[config.mk]
export PLATFORM = sky130hd
export DESIGN_NAME = aca_annunciator
export DESIGN_NICKNAME = d
export VERILOG_FILES = /design/src/logic/aca_pkg.sv /design/src/logic/aca_debounce_if.sv /design/src/logic/aca_annunciator.sv /design/src/logic/aca_debounce.sv
export SDC_FILE = /design/constraint.sdc
export NUM_CORES = 2
export LEC_CHECK = 0
export BUFFER_PORTS_ARGS = -buffer_cell sky130_fd_sc_hd__buf_2
export CAP_MARGIN = 15
export CORE_AREA = 2 2 497 499
export DETAILED_ROUTE_END_ITERATION = 16
export DIE_AREA = 0 0 499 501
export PLACE_DENSITY_LB_ADDON = 0.1
export SLEW_MARGIN = 20
export SYNTH_ARGS = -nofsm -noshare
export SYNTH_HDL_FRONTEND = slang
export SYNTH_SLANG_ARGS = --single-unit
[constraint.sdc]
create_clock -name pclk -period 9.5 [get_ports pclk]
set_input_delay 0 -clock pclk [delete_from_list [all_inputs] [get_ports pclk]]
set_output_delay 0 -clock pclk [all_outputs]
set_load 0.05 [all_outputs]
[src/logic/aca_pkg.sv]
// Shared constants for the alarm change-of-state annunciator
package aca_pkg;

   // Clock and timing
   localparam int CLK_HZ           = 250_000_000;
   localparam int DEBOUNCE_MS      = 10;
   localparam int DEB_CYC          = DEBOUNCE_MS * (CLK_HZ / 1000);
   localparam int DEB_CNT_W        = 22;
   localparam int ALIVE_TIMEOUT_MS = 1000;
   localparam int ALIVE_CYC        = ALIVE_TIMEOUT_MS * (CLK_HZ / 1000);
   localparam int ALIVE_CNT_W      = 28;

   // Point geometry: unit 0 is the base, units 1..7 are expanders
   localparam int NPTS   = 64;
   localparam int NEXP   = 7;
   localparam int NUNITS = NEXP + 1;
   localparam int NALL   = NUNITS * NPTS;
   localparam int NOUT   = 16;
   localparam int LOOP_W = 8;
   localparam int LOW_LOOP_POS  = 24;
   localparam int HIGH_LOOP_POS = 56;
   localparam int HIGH_OUT_POS  = 8;

   // APB register byte offsets
   localparam logic [7:0] REG_CTRL     = 8'h00;
   localparam logic [7:0] REG_IRQ_STAT = 8'h04;
   localparam logic [7:0] REG_IRQ_MASK = 8'h08;
   localparam logic [7:0] REG_CTL_OUT  = 8'h0C;
   localparam logic [7:0] REG_PT_LO    = 8'h10;
   localparam logic [7:0] REG_PT_HI    = 8'h14;
   localparam logic [7:0] REG_UNACK_LO = 8'h18;
   localparam logic [7:0] REG_UNACK_HI = 8'h1C;
   localparam logic [7:0] REG_UNIT_SEL = 8'h20;
   localparam logic [7:0] REG_KICK     = 8'h24;

   // CTRL fields
   localparam int CTRL_INIT_DONE = 0;
   localparam int CTRL_SW_ACK    = 1;

   // Interrupt status fields
   localparam int IRQ_W         = 3;
   localparam int IRQ_NEW_ALARM = 0;
   localparam int IRQ_ACK       = 1;
   localparam int IRQ_ALIVE_OFF = 2;

   localparam logic [31:0] RESET_WORD = 32'h0000_0000;
   localparam int UNIT_SEL_W = 3;

   // Processor-alive supervision states
   typedef enum logic [1:0] {ACA_BOOT, ACA_RUN, ACA_FAIL} aca_alive_t;

endpackage

[src/logic/aca_debounce_if.sv]
// Carrier between the annunciator and its input conditioners
`timescale 1ns/1ps
interface aca_debounce_if;
   logic raw;
   logic level;
   logic press;
   modport filt (input raw, output level, output press);
   modport user (output raw, input level, input press);
endinterface

[src/logic/aca_annunciator.sv]
// Alarm change-of-state annunciator with acknowledge and APB registers
`timescale 1ns/1ps

// Overview of operation
// - New alarm energises relay and its indicator
// - Acknowledge marks active alarms, releases relay
// - Alarm after acknowledge release re-energises relay
// - No unacknowledged alarm left de-energises relay
// - Recurring acknowledged alarm becomes unacknowledged again
// - Rear grounded acknowledge acts like front button
// - Indicator mirrors the relay drive exactly
// - Acknowledge also pulses audible alarm cutoff
// - Lamp test lights every status indicator
// - Status indicator lit while point alarm present
// - Low strap shows outputs 1-8 on 25-32
// - High strap shows outputs 9-16 on 57-64
// - Alive indicator only after init, while healthy
// - Up to seven expander units add points
// - Strapped outputs feed the status points
module aca_annunciator
   import aca_pkg::*;
#(
   parameter logic [DEB_CNT_W-1:0]   DEB_CYCLES   = DEB_CNT_W'(DEB_CYC),
   parameter logic [ALIVE_CNT_W-1:0] ALIVE_CYCLES = ALIVE_CNT_W'(ALIVE_CYC)
) (
   input  wire logic                 pclk,
   input  wire logic                 presetn,
   input  wire logic                 psel,
   input  wire logic                 penable,
   input  wire logic                 pwrite,
   input  wire logic [7:0]           paddr,
   input  wire logic [31:0]          pwdata,
   output logic [31:0]               prdata,
   output logic                      pready,
   output logic                      pslverr,
   output logic                      irq,
   input  wire logic [NPTS-1:0]      point_alarm_in,
   input  wire logic [NEXP*NPTS-1:0] expander_parallel_bus_points,
   input  wire logic [NEXP-1:0]      expander_parallel_bus_present,
   input  wire logic                 state_change_ack_button_n,
   input  wire logic                 rear_terminal_block_ack_n,
   input  wire logic                 lamp_test_button_n,
   input  wire logic                 low_output_loopback_strap,
   input  wire logic                 high_output_loopback_strap,
   output logic                      state_change_alarm,
   output logic                      state_change_led,
   output logic                      audible_alarm_cutoff,
   output logic [NPTS-1:0]           status_led,
   output logic [NOUT-1:0]           control_out,
   output logic                      processor_alive_indicator
);

   ////////////////////////////////////////////////////////////////////////
   // Input conditioning

   aca_debounce_if ack_if ();
   aca_debounce_if ext_if ();
   aca_debounce_if lt_if ();

   // Contacts pull to ground when closed, so invert to active high
   assign ack_if.raw = ~state_change_ack_button_n;
   assign ext_if.raw = ~rear_terminal_block_ack_n;
   assign lt_if.raw  = ~lamp_test_button_n;

   aca_debounce #(.DEB_CYCLES(DEB_CYCLES)) u_ack_deb (
      .pclk    (pclk),
      .presetn (presetn),
      .ifc     (ack_if)
   );
   aca_debounce #(.DEB_CYCLES(DEB_CYCLES)) u_ext_deb (
      .pclk    (pclk),
      .presetn (presetn),
      .ifc     (ext_if)
   );
   aca_debounce #(.DEB_CYCLES(DEB_CYCLES)) u_lt_deb (
      .pclk    (pclk),
      .presetn (presetn),
      .ifc     (lt_if)
   );

   logic [NPTS-1:0]      pt_s1;
   logic [NPTS-1:0]      pt_s2;
   logic [NEXP*NPTS-1:0] ex_s1;
   logic [NEXP*NPTS-1:0] ex_s2;
   logic [NEXP-1:0]      pres_s1;
   logic [NEXP-1:0]      pres_s2;
   logic [1:0]           strap_s1;
   logic [1:0]           strap_s2;

   // Pin-level point and strap inputs pass two flops first
   always_ff @(posedge pclk or negedge presetn) begin
      if (!presetn) begin
         pt_s1    <= '0;
         pt_s2    <= '0;
         ex_s1    <= '0;
         ex_s2    <= '0;
         pres_s1  <= '0;
         pres_s2  <= '0;
         strap_s1 <= '0;
         strap_s2 <= '0;
      end else begin
         pt_s1    <= point_alarm_in;
         pt_s2    <= pt_s1;
         ex_s1    <= expander_parallel_bus_points;
         ex_s2    <= ex_s1;
         pres_s1  <= expander_parallel_bus_present;
         pres_s2  <= pres_s1;
         strap_s1 <= {high_output_loopback_strap, low_output_loopback_strap};
         strap_s2 <= strap_s1;
      end
   end

   ////////////////////////////////////////////////////////////////////////
   // Point states and acknowledge tracking

   logic [NPTS-1:0]  base_pts;
   logic [NALL-1:0]  active;
   logic [NALL-1:0]  active_d;
   logic [NALL-1:0]  acked;
   logic [NALL-1:0]  unack;
   logic             sw_ack;
   logic             ack_evt;
   logic             new_alarm;

   // Strapped control outputs replace the top eight points of a bank
   always_comb begin
      base_pts = pt_s2;
      if (strap_s2[0]) begin
         base_pts[LOW_LOOP_POS +: LOOP_W] =
            control_out[0 +: LOOP_W];
      end
      if (strap_s2[1]) begin
         base_pts[HIGH_LOOP_POS +: LOOP_W] =
            control_out[HIGH_OUT_POS +: LOOP_W];
      end
   end

   // Absent expanders contribute no alarms
   always_comb begin
      active[NPTS-1:0] = base_pts;
      for (int u = 0; u < NEXP; u++) begin
         active[(u + 1) * NPTS +: NPTS] =
            pres_s2[u] ? ex_s2[u * NPTS +: NPTS] : '0;
      end
   end

   assign ack_evt   = ack_if.press | ext_if.press | sw_ack;
   assign unack     = active & ~acked;
   assign new_alarm = |(active & ~active_d);

   // Flag set by acknowledge while active, dropped when point returns
   always_ff @(posedge pclk or negedge presetn) begin
      if (!presetn) begin
         acked    <= '0;
         active_d <= '0;
      end else begin
         acked    <= (acked | (ack_evt ? active : '0)) & active;
         active_d <= active;
      end
   end

   ////////////////////////////////////////////////////////////////////////
   // Relay, indicators and audible cutoff

   // Relay and lamp share one term so they can never disagree
   always_ff @(posedge pclk or negedge presetn) begin
      if (!presetn) begin
         state_change_alarm <= 1'b0;
         state_change_led   <= 1'b0;
      end else if (ack_evt) begin
         state_change_alarm <= 1'b0;
         state_change_led   <= 1'b0;
      end else begin
         state_change_alarm <= |unack;
         state_change_led   <= |unack;
      end
   end

   // One-cycle cutoff pulse for the office audible alarm
   always_ff @(posedge pclk or negedge presetn) begin
      if (!presetn) begin
         audible_alarm_cutoff <= 1'b0;
      end else begin
         audible_alarm_cutoff <= ack_evt;
      end
   end

   // Lamp test overrides every point indication
   always_ff @(posedge pclk or negedge presetn) begin
      if (!presetn) begin
         status_led <= '0;
      end else if (lt_if.level) begin
         status_led <= '1;
      end else begin
         status_led <= base_pts;
      end
   end

   ////////////////////////////////////////////////////////////////////////
   // Processor-alive supervision

   aca_alive_t                 alive_st;
   logic [ALIVE_CNT_W-1:0]     alive_cnt;
   logic                       init_done;
   logic                       kick;
   logic                       alive_lost;

   // Software must keep kicking, else the indicator drops until init_done is cleared and set again
   always_ff @(posedge pclk or negedge presetn) begin
      if (!presetn) begin
         alive_st  <= ACA_BOOT;
         alive_cnt <= '0;
      end else begin
         case (alive_st)
            ACA_BOOT: begin
               alive_cnt <= ALIVE_CYCLES;
               if (init_done) begin
                  alive_st <= ACA_RUN;
               end
            end
            ACA_RUN: begin
               if (!init_done || alive_cnt == '0) begin
                  alive_st <= ACA_FAIL;
               end else if (kick) begin
                  alive_cnt <= ALIVE_CYCLES;
               end else begin
                  alive_cnt <= alive_cnt - 1'b1;
               end
            end
            ACA_FAIL: begin
               if (!init_done) begin
                  alive_st <= ACA_BOOT;
               end
            end
            default: alive_st <= ACA_BOOT;
         endcase
      end
   end

   assign alive_lost = (alive_st == ACA_RUN) &&
                       (!init_done || alive_cnt == '0);

   always_ff @(posedge pclk or negedge presetn) begin
      if (!presetn) begin
         processor_alive_indicator <= 1'b0;
      end else begin
         processor_alive_indicator <= (alive_st == ACA_RUN) &&
                                      !alive_lost;
      end
   end

   ////////////////////////////////////////////////////////////////////////
   // APB slave

   logic                  setup;
   logic                  wr_acc;
   logic                  mapped;
   logic [IRQ_W-1:0]      irq_stat;
   logic [IRQ_W-1:0]      irq_mask;
   logic [IRQ_W-1:0]      irq_evt;
   logic [UNIT_SEL_W-1:0] unit_sel;
   logic [NPTS-1:0]       sel_act;
   logic [NPTS-1:0]       sel_unack;
   logic [31:0]           next_rdata;

   assign setup  = psel && !penable;
   assign wr_acc = psel && penable && pwrite;
   assign mapped = (paddr <= REG_KICK) && (paddr[1:0] == 2'b00);
   assign kick   = wr_acc && (paddr == REG_KICK);
   assign sw_ack = wr_acc && (paddr == REG_CTRL) && pwdata[CTRL_SW_ACK];

   // Zero-wait slave: data is prepared in setup, valid in access
   always_ff @(posedge pclk or negedge presetn) begin
      if (!presetn) begin
         pready  <= 1'b0;
         pslverr <= 1'b0;
         prdata  <= RESET_WORD;
      end else begin
         pready <= setup;
         if (setup) begin
            pslverr <= !mapped;
            prdata  <= pwrite ? RESET_WORD : next_rdata;
         end
      end
   end

   // Software-owned control registers
   always_ff @(posedge pclk or negedge presetn) begin
      if (!presetn) begin
         init_done   <= 1'b0;
         irq_mask    <= '0;
         control_out <= '0;
         unit_sel    <= '0;
      end else if (wr_acc) begin
         case (paddr)
            REG_CTRL:     init_done   <= pwdata[CTRL_INIT_DONE];
            REG_IRQ_MASK: irq_mask    <= pwdata[IRQ_W-1:0];
            REG_CTL_OUT:  control_out <= pwdata[NOUT-1:0];
            REG_UNIT_SEL: unit_sel    <= pwdata[UNIT_SEL_W-1:0];
            default:      unit_sel    <= unit_sel;
         endcase
      end
   end

   assign irq_evt = {alive_lost, ack_evt, new_alarm};

   // Sticky events; a new event beats a same-cycle write-one clear
   always_ff @(posedge pclk or negedge presetn) begin
      if (!presetn) begin
         irq_stat <= '0;
      end else if (wr_acc && paddr == REG_IRQ_STAT) begin
         irq_stat <= (irq_stat & ~pwdata[IRQ_W-1:0]) | irq_evt;
      end else begin
         irq_stat <= irq_stat | irq_evt;
      end
   end

   always_ff @(posedge pclk or negedge presetn) begin
      if (!presetn) begin
         irq <= 1'b0;
      end else begin
         irq <= |(irq_stat & irq_mask);
      end
   end

   assign sel_act   = active[{unit_sel, 6'h00} +: NPTS];
   assign sel_unack = unack[{unit_sel, 6'h00} +: NPTS];

   // Read mux; the point and unacknowledged words show the unit chosen by the select register
   always_comb begin
      next_rdata = RESET_WORD;
      case (paddr)
         REG_CTRL:     next_rdata[CTRL_INIT_DONE] = init_done;
         REG_IRQ_STAT: next_rdata[IRQ_W-1:0]      = irq_stat;
         REG_IRQ_MASK: next_rdata[IRQ_W-1:0]      = irq_mask;
         REG_CTL_OUT:  next_rdata[NOUT-1:0]       = control_out;
         REG_PT_LO:    next_rdata                 = sel_act[31:0];
         REG_PT_HI:    next_rdata                 = sel_act[63:32];
         REG_UNACK_LO: next_rdata                 = sel_unack[31:0];
         REG_UNACK_HI: next_rdata                 = sel_unack[63:32];
         REG_UNIT_SEL: next_rdata[UNIT_SEL_W-1:0] = unit_sel;
         default:      next_rdata                 = RESET_WORD;
      endcase
   end

endmodule // aca_annunciator

[src/logic/aca_debounce.sv]
// Synchroniser, debouncer and press detector for one contact input
`timescale 1ns/1ps
module aca_debounce
   import aca_pkg::*;
#(
   parameter logic [DEB_CNT_W-1:0] DEB_CYCLES = DEB_CNT_W'(DEB_CYC)
) (
   input wire logic        pclk,
   input wire logic        presetn,
   aca_debounce_if.filt    ifc
);

   logic                 sync1;
   logic                 sync2;
   logic [DEB_CNT_W-1:0] cnt;

   // Two-flop synchroniser; first stage feeds only the second
   always_ff @(posedge pclk or negedge presetn) begin
      if (!presetn) begin
         sync1 <= 1'b0;
         sync2 <= 1'b0;
      end else begin
         sync1 <= ifc.raw;
         sync2 <= sync1;
      end
   end

   // Level accepted only after it stays steady for the debounce time
   always_ff @(posedge pclk or negedge presetn) begin
      if (!presetn) begin
         cnt       <= '0;
         ifc.level <= 1'b0;
      end else if (sync2 == ifc.level) begin
         cnt <= '0;
      end else if (cnt >= DEB_CYCLES - 1'b1) begin
         cnt       <= '0;
         ifc.level <= sync2;
      end else begin
         cnt <= cnt + 1'b1;
      end
   end

   // One pulse on the asserting edge, so a held press acts once
   always_ff @(posedge pclk or negedge presetn) begin
      if (!presetn) begin
         ifc.press <= 1'b0;
      end else begin
         ifc.press <= (sync2 != ifc.level) && sync2 &&
                      (cnt >= DEB_CYCLES - 1'b1);
      end
   end

endmodule // aca_debounce

Word-level counts from Yosys, hierarchy flattened
Cells that the tools add are included.
{"block": "totals", "regBits": 2301, "in_bits": 569, "output_inout_bits": 119, "elab_cells": 155}
{"block": "op_classes", "n_addsub": 4, "magnitude_cmp": 4, "n_eq_ne": 20, "shifts": 2, "muxes": 31, "n_bitwise": 19, "reduce_logical": 36}
{"operator": "AND 512 bit", "count": 3}
{"operator": "NOT 512 bit", "count": 2}
{"operator": "OR reduction 512 bit", "count": 2}
{"operator": "indexed part select 512 x 10 -> 64 bit", "count": 2}
{"operator": "two-way mux 512 bit", "count": 1}
{"operator": "two-way mux 64 bit", "count": 8}
{"operator": "bitwise OR 512 bit", "count": 1}
{"operator": "two-way mux 22 bit", "count": 6}
{"operator": "adder 22 x 1 -> 22 bit (second input constant)", "count": 3}
{"operator": ">= comparator 22 bit (second input constant)", "count": 3}
{"operator": "case mux 13 bit (5 select lines)", "count": 1}
{"operator": "case mux 16 bit (4 select lines)", "count": 1}
{"operator": "two-way mux 28 bit", "count": 2}
{"operator": "case mux 28 bit (2 select lines)", "count": 1}
{"operator": "== test 8 x 5 -> 1 bit (second input constant)", "count": 4}
{"operator": "two-way mux 32 bit", "count": 1}
{"operator": "logical NOT 28 bit", "count": 1}
{"operator": "subtractor 28 x 1 -> 28 bit (second input constant)", "count": 1}
{"operator": "== test 8 x 4 -> 1 bit (second input constant)", "count": 2}
{"operator": "== test 8 x 6 -> 1 bit (second input constant)", "count": 2}
{"operator": "two-way mux 8 bit", "count": 2}
{"operator": "case mux 2 bit (8 select lines)", "count": 1}
{"operator": "AND reduction 2 bit", "count": 8}
{"operator": "logical AND 1 bit", "count": 14}
{"operator": "other kinds (24)", "count": 44}

Longest topological paths before layout
{"block": "depth", "ltp_word": 8, "ltp_mapped": 12, "ltp_nobuf": 9}

Modules after synthesis
Synthesis repeated with hierarchy kept, for this count alone.
{"block": "unflattened", "cells_unflattened": 7498, "hier_area_um2": 85256.8}
{"mod": "aca_annunciator", "n_inst": 1, "cells_each": 7111, "area_each_um2": 81278.0, "seq_area_each_um2": 55653.4}
{"mod": "aca_debounce", "n_inst": 3, "cells_each": 129, "area_each_um2": 1326.3, "seq_area_each_um2": 650.6}

Least setup slack after synthesis
OpenSTA, ideal clock, no wires.
{"block": "synth_timing", "path_type": "register -> register", "start": "reg alive_cnt[10]", "end": "reg alive_cnt[25]", "setup_ps": 137, "t_arrival_ps": 2952, "required_time_ps": 9363, "path_slack_ps": 6411, "stages_incl_launch_ff": 9, "n_path_buf": 1, "period_less_slack_ps": 3089, "path_cell_list": "dfrtp_1 -> or4_4 -> or3_4 -> or4_4 -> or3_4 -> or3_1 -> buf_2 -> o41ai_1 -> o31ai_1"}
{"block": "synth_between", "elab_chain_len": 4, "elab_cells_between_ends": 8, "cone_classes": "add/sub (1); eq/ne (1); mux (3); reduce/logical (3)"}
{"item": "start: declaration", "line_no": "aca_annunciator.sv:203", "source": "logic [ALIVE_CNT_W-1:0] alive_cnt;"}
{"item": "start signal: assignment", "line_no": "aca_annunciator.sv:227", "source": "alive_cnt <= alive_cnt - 1'b1;"}
{"item": "subtractor 28 x 1 -> 28 bit / logical NOT 28 bit (equally long branches)", "line_no": "aca_annunciator.sv:227, aca_annunciator.sv:222"}
{"item": "two-way mux 28 bit / logical OR 1 bit (equally long branches)", "line_no": "aca_annunciator.sv:224, aca_annunciator.sv:222"}
{"item": "two-way mux 28 bit / inequality test 2 bit (equally long branches)"}
{"item": "case mux 28 bit (2 select lines) / AND reduction 2 bit (equally long branches)"}
Parallel ways exist; a longest one is shown, timed or not. The select of a mux whose other input is x is not followed.
A chain may end at the register's enable or synchronous reset.

Worst setup path in the final report
{"block": "layout_timing", "start": "reg unit_sel[1]", "end": "reg prdata[6]"}
{"block": "layout_between", "elab_chain_len": 3, "elab_cells_between_ends": 4, "cone_classes": "shift (2); mux (2)"}
{"item": "start: declaration", "line_no": "aca_annunciator.sv:261", "source": "logic [UNIT_SEL_W-1:0] unit_sel;"}
{"item": "start signal: assignment", "line_no": "aca_annunciator.sv:299", "source": "REG_UNIT_SEL: unit_sel <= pwdata[UNIT_SEL_W-1:0];"}
{"item": "start signal: assignment", "line_no": "aca_annunciator.sv:300", "source": "default: unit_sel <= unit_sel;"}
{"item": "indexed part select 512 x 10 -> 64 bit (on tied branches)", "line_no": "aca_annunciator.sv:327, aca_annunciator.sv:326"}
{"item": "case mux 13 bit (5 select lines) *", "line_no": "aca_annunciator.sv:332", "source": "case (paddr)"}
{"item": "two-way mux 32 bit *", "line_no": "aca_annunciator.sv:282", "source": "prdata <= pwrite ? RESET_WORD : next_rdata;"}
{"item": "end signal: assignment", "line_no": "aca_annunciator.sv:282"}
{"item": "end: declaration", "line_no": "aca_annunciator.sv:33", "source": "output logic [31:0] prdata,"}
Mark *: on every way between the ends. The rest lies on a longest branch, timed or not.

==> flow_summary.toml <==
[outcome]
status = "complete, but fails checks"
violations = "capacitance limit, slew limit"

[critical_path]
crit_type = "register to register"
worstPathArrival_ns = 5.73
worstReg2RegStart = "unit_sel[1]"
cp-startpoint = "unit_sel[1]"
cp-start-kind = "register"
cp_max_fo = 54
required_ns = 10.32
end_kind = "register"

[grt]
antenna_found_initial = 104
track_usage = 0.374
grt_pass1_wl_um = 620000
grt_max_degree = 169
grt_pass1_vias = 68000
gr-total-overflow = 0

[route]
dr.pass1.iters = 8
drc = 0
vias_per_cell = 5.42
wl_per_cell_um = 36.6
ant_nets = 0
vias = 69700
drt_wl_total_um = 471000
drtIter0Drc = 9909

[flow_run]
cap_violations = 1

[yosys]
ys_top_cells_by_area = "dfrtp_1 (68%), nor2_1 (6.5%), mux4_2 (4.1%)"
ys_seq_elements = 2301
ys_types = 69
syn_nets = 8032
synth_area_um2 = 85100
synth_ff_type = "dfrtp_1"
synth_most_common_cell = "dfrtp_1"
synth_top_area_cell = "dfrtp_1"
yosysWarnings = 0
syn_inst = 7456
synthTopCellsByCount = "dfrtp_1 (2301), nor2_1 (1467), inv_1 (807), nand2_1 (541), o22ai_1 (399)"
async_flop_share = 1.00
syn_area_per_cell_um2 = 11.4
synth-edff-count = 0
synth-seq-area-share = 0.676
yosys.area.top_type_share = 0.676

[die]
die_h_um = 501
initial_core_util = 0.348
core_um2 = 245000
ioPinCount = 688
dieWidth_um = 499
dieArea_um2 = 250000
row_count = 182

[clock_tree]
tritoncts = "built"
cts_buffers = 280
clkSlewWorstSetupHoldPaths_ns = 0.06
root_buffer = "clkbuf_16"
cts_max_level = 5
clk_latency_ns = 0.96
cts_sinks = 2301
cts_buffer_depth = 4

[sta]
hold_violations = 0
rsz0062_at_grt = "no"
skew_ns = 0.0674
period_share = 0.517
slew_viol_final = 1
fin_ws_ns = 4.59
fin_crit_ns = 4.91
setup-tns-final_ns = 0
timing.fmax_mhz = 203
setup_viol = 0
worst_pin_slew_ns = 1.51
relSlewSlack = -0.00543

[placement]
dp_slack_ns = 4.79
place_congestion = 1.06
detailed_place_hpwl_um = 367000
port_buffers = 671
placed_area_um2 = 93400

[layout]
post-route-util = 0.463
seqCellArea_um2 = 57600
layout-drive-gt1-share = 0.165
finalInstanceArea_um2 = 113000
nNetsFinal = 10000
multiInputGateArea_um2 = 23600
area_growth_pct = 33.3
num-fill-cells = 22400

[power_and_ir_drop]
seqPwrFrac = 0.448
power_frac_comb = 0.096
power.leakage_nw = 54.6
ir_drop_mv = 0.169
power.clock.fraction = 0.456
power_w = 0.0232
p_switching_w = 0.00602
power_density_nw_per_um2 = 204
swShare = 0.260
p_int_w = 0.0171

[worst_hold_path]
hp-start = "paddr[5]"
min_path_type = "input pin to register"
[worst paths after layout]
kind	to	slack, ns	depth (start not counted)
setup / recovery	prdata[6]	4.59	9
hold / removal	pslverr	0.14	5
setup reg to reg	prdata[6]	4.59	9
hold reg to reg	ex_s2[266]	0.31	0
max in group asynchronous	pres_s2[3]	7.26	5
min in group asynchronous	active_d[47]	0.29	4
[per-layer routing]
layer  share of wire  up-vias  track usage
met5         0.00047        -            0
met4           0.054       28        0.172
met3           0.091      730       0.0845
met2            0.42     3766        0.533
met1            0.44    36300        0.542
li1                -    28900            -
[per-stage QoR]
stage | std cells | hold slack (ns)
2_1_floorplan | 7456 | -0.296
3_3_place_gp | 11300 | 0.100
3_5_place_dp | 11300 | 0.108
4_1_cts | 12800 | 0.105
5_1_grt | 12800 | 0.157
6_report | 12900 | 0.144
[final cells by class]
class,instances,share of cell area
Multi-Input combinational cell,4055,0.208
Clock buffer,389,0.0701
Clock inverter,78,0.00796
Inverter,808,0.0268
Timing Repair Buffer,1980,0.143
Tap cell,3220,0.0355
Sequential cell,2301,0.508
Antenna cell,36,0.000794
[repair_timing]
| item | 4_1_cts | 5_1_grt |
|---|---|---|
| hold buffers | 1103 | 0 |
| buffers inserted | 0 | 0 |
| resized for setup | 0 | 0 |
| endpoints found under the hold margin | 1604 | 0 |
[power groups by stage]
stage	registers [W]	logic, W	clock network, W
after detailed placement	0.0106	0.00179	0
final	0.0104	0.00222	0.0106
after global placement	0.0106	0.00178	0
after CTS	0.0104	0.00215	0.0107
after global routing	0.0104	0.00227	0.0111
after floorplan	0.0105	0.000536	0
[logic make-up after synthesis]
logic type / count (synthesis) / share of synthesized area
buffers and inverters: 1100 / 0.0486
adder cells (fa/ha/maj): 7 / 0.00103
AO/OA/AOI/OAI: 1076 / 0.0820
AND/OR/NAND/NOR: 2688 / 0.136
multiplexers: 224 / 0.0495
XOR/XNOR: 60 / 0.00617
flip-flops: 2301 / 0.676
[worst max-delay path: stages, from the launching register on]
cell      delay (ns)
dfrtp_4         0.65
buf_4           0.68
buf_4           0.64
buf_4           0.76
mux4_2          0.72
nand2_1         0.11
o21ai_0         0.13
a221oi_1        0.33
o221ai_1        0.35
a22o_1          0.30
[state kept, by name (all words and copies together) (netlist names), 28 cells and up]
register    flops
ex_s1         448
pt_s1          64
pt_s2          64
alive_cnt      28
ex_s2         448
acked         512
active_d      512
status_led     64
prdata         32
[placed cells by master, fill, tap and decap left out, drive strengths merged, types with 14 or more instances in the layout]
cell / count
dfrtp: 2301
nor2: 1467
dlygate4sd3: 1102
buf: 878
inv: 815
nand2: 541
o22ai: 399
clkbuf: 389
a21oi: 189
nor3: 187
mux4: 154
o21ai: 131
nand2b: 84
nand3: 77
nor4: 77
a211oi: 71
or2: 56
nand4: 44
clkinv: 43
xor2: 40
diode: 36
mux2i: 36
mux2: 34
and2: 31
a22oi: 30
o221ai: 27
o21a: 27
o311ai: 25
or3: 24
nand3b: 23
a22o: 21
a221oi: 21
o31ai: 21
a31oi: 20
xnor2: 20
o211ai: 19
and3: 19
bufinv: 17
nor2b: 14
o41ai: 14
No activity file was read; power rests on OpenSTA's default activity.
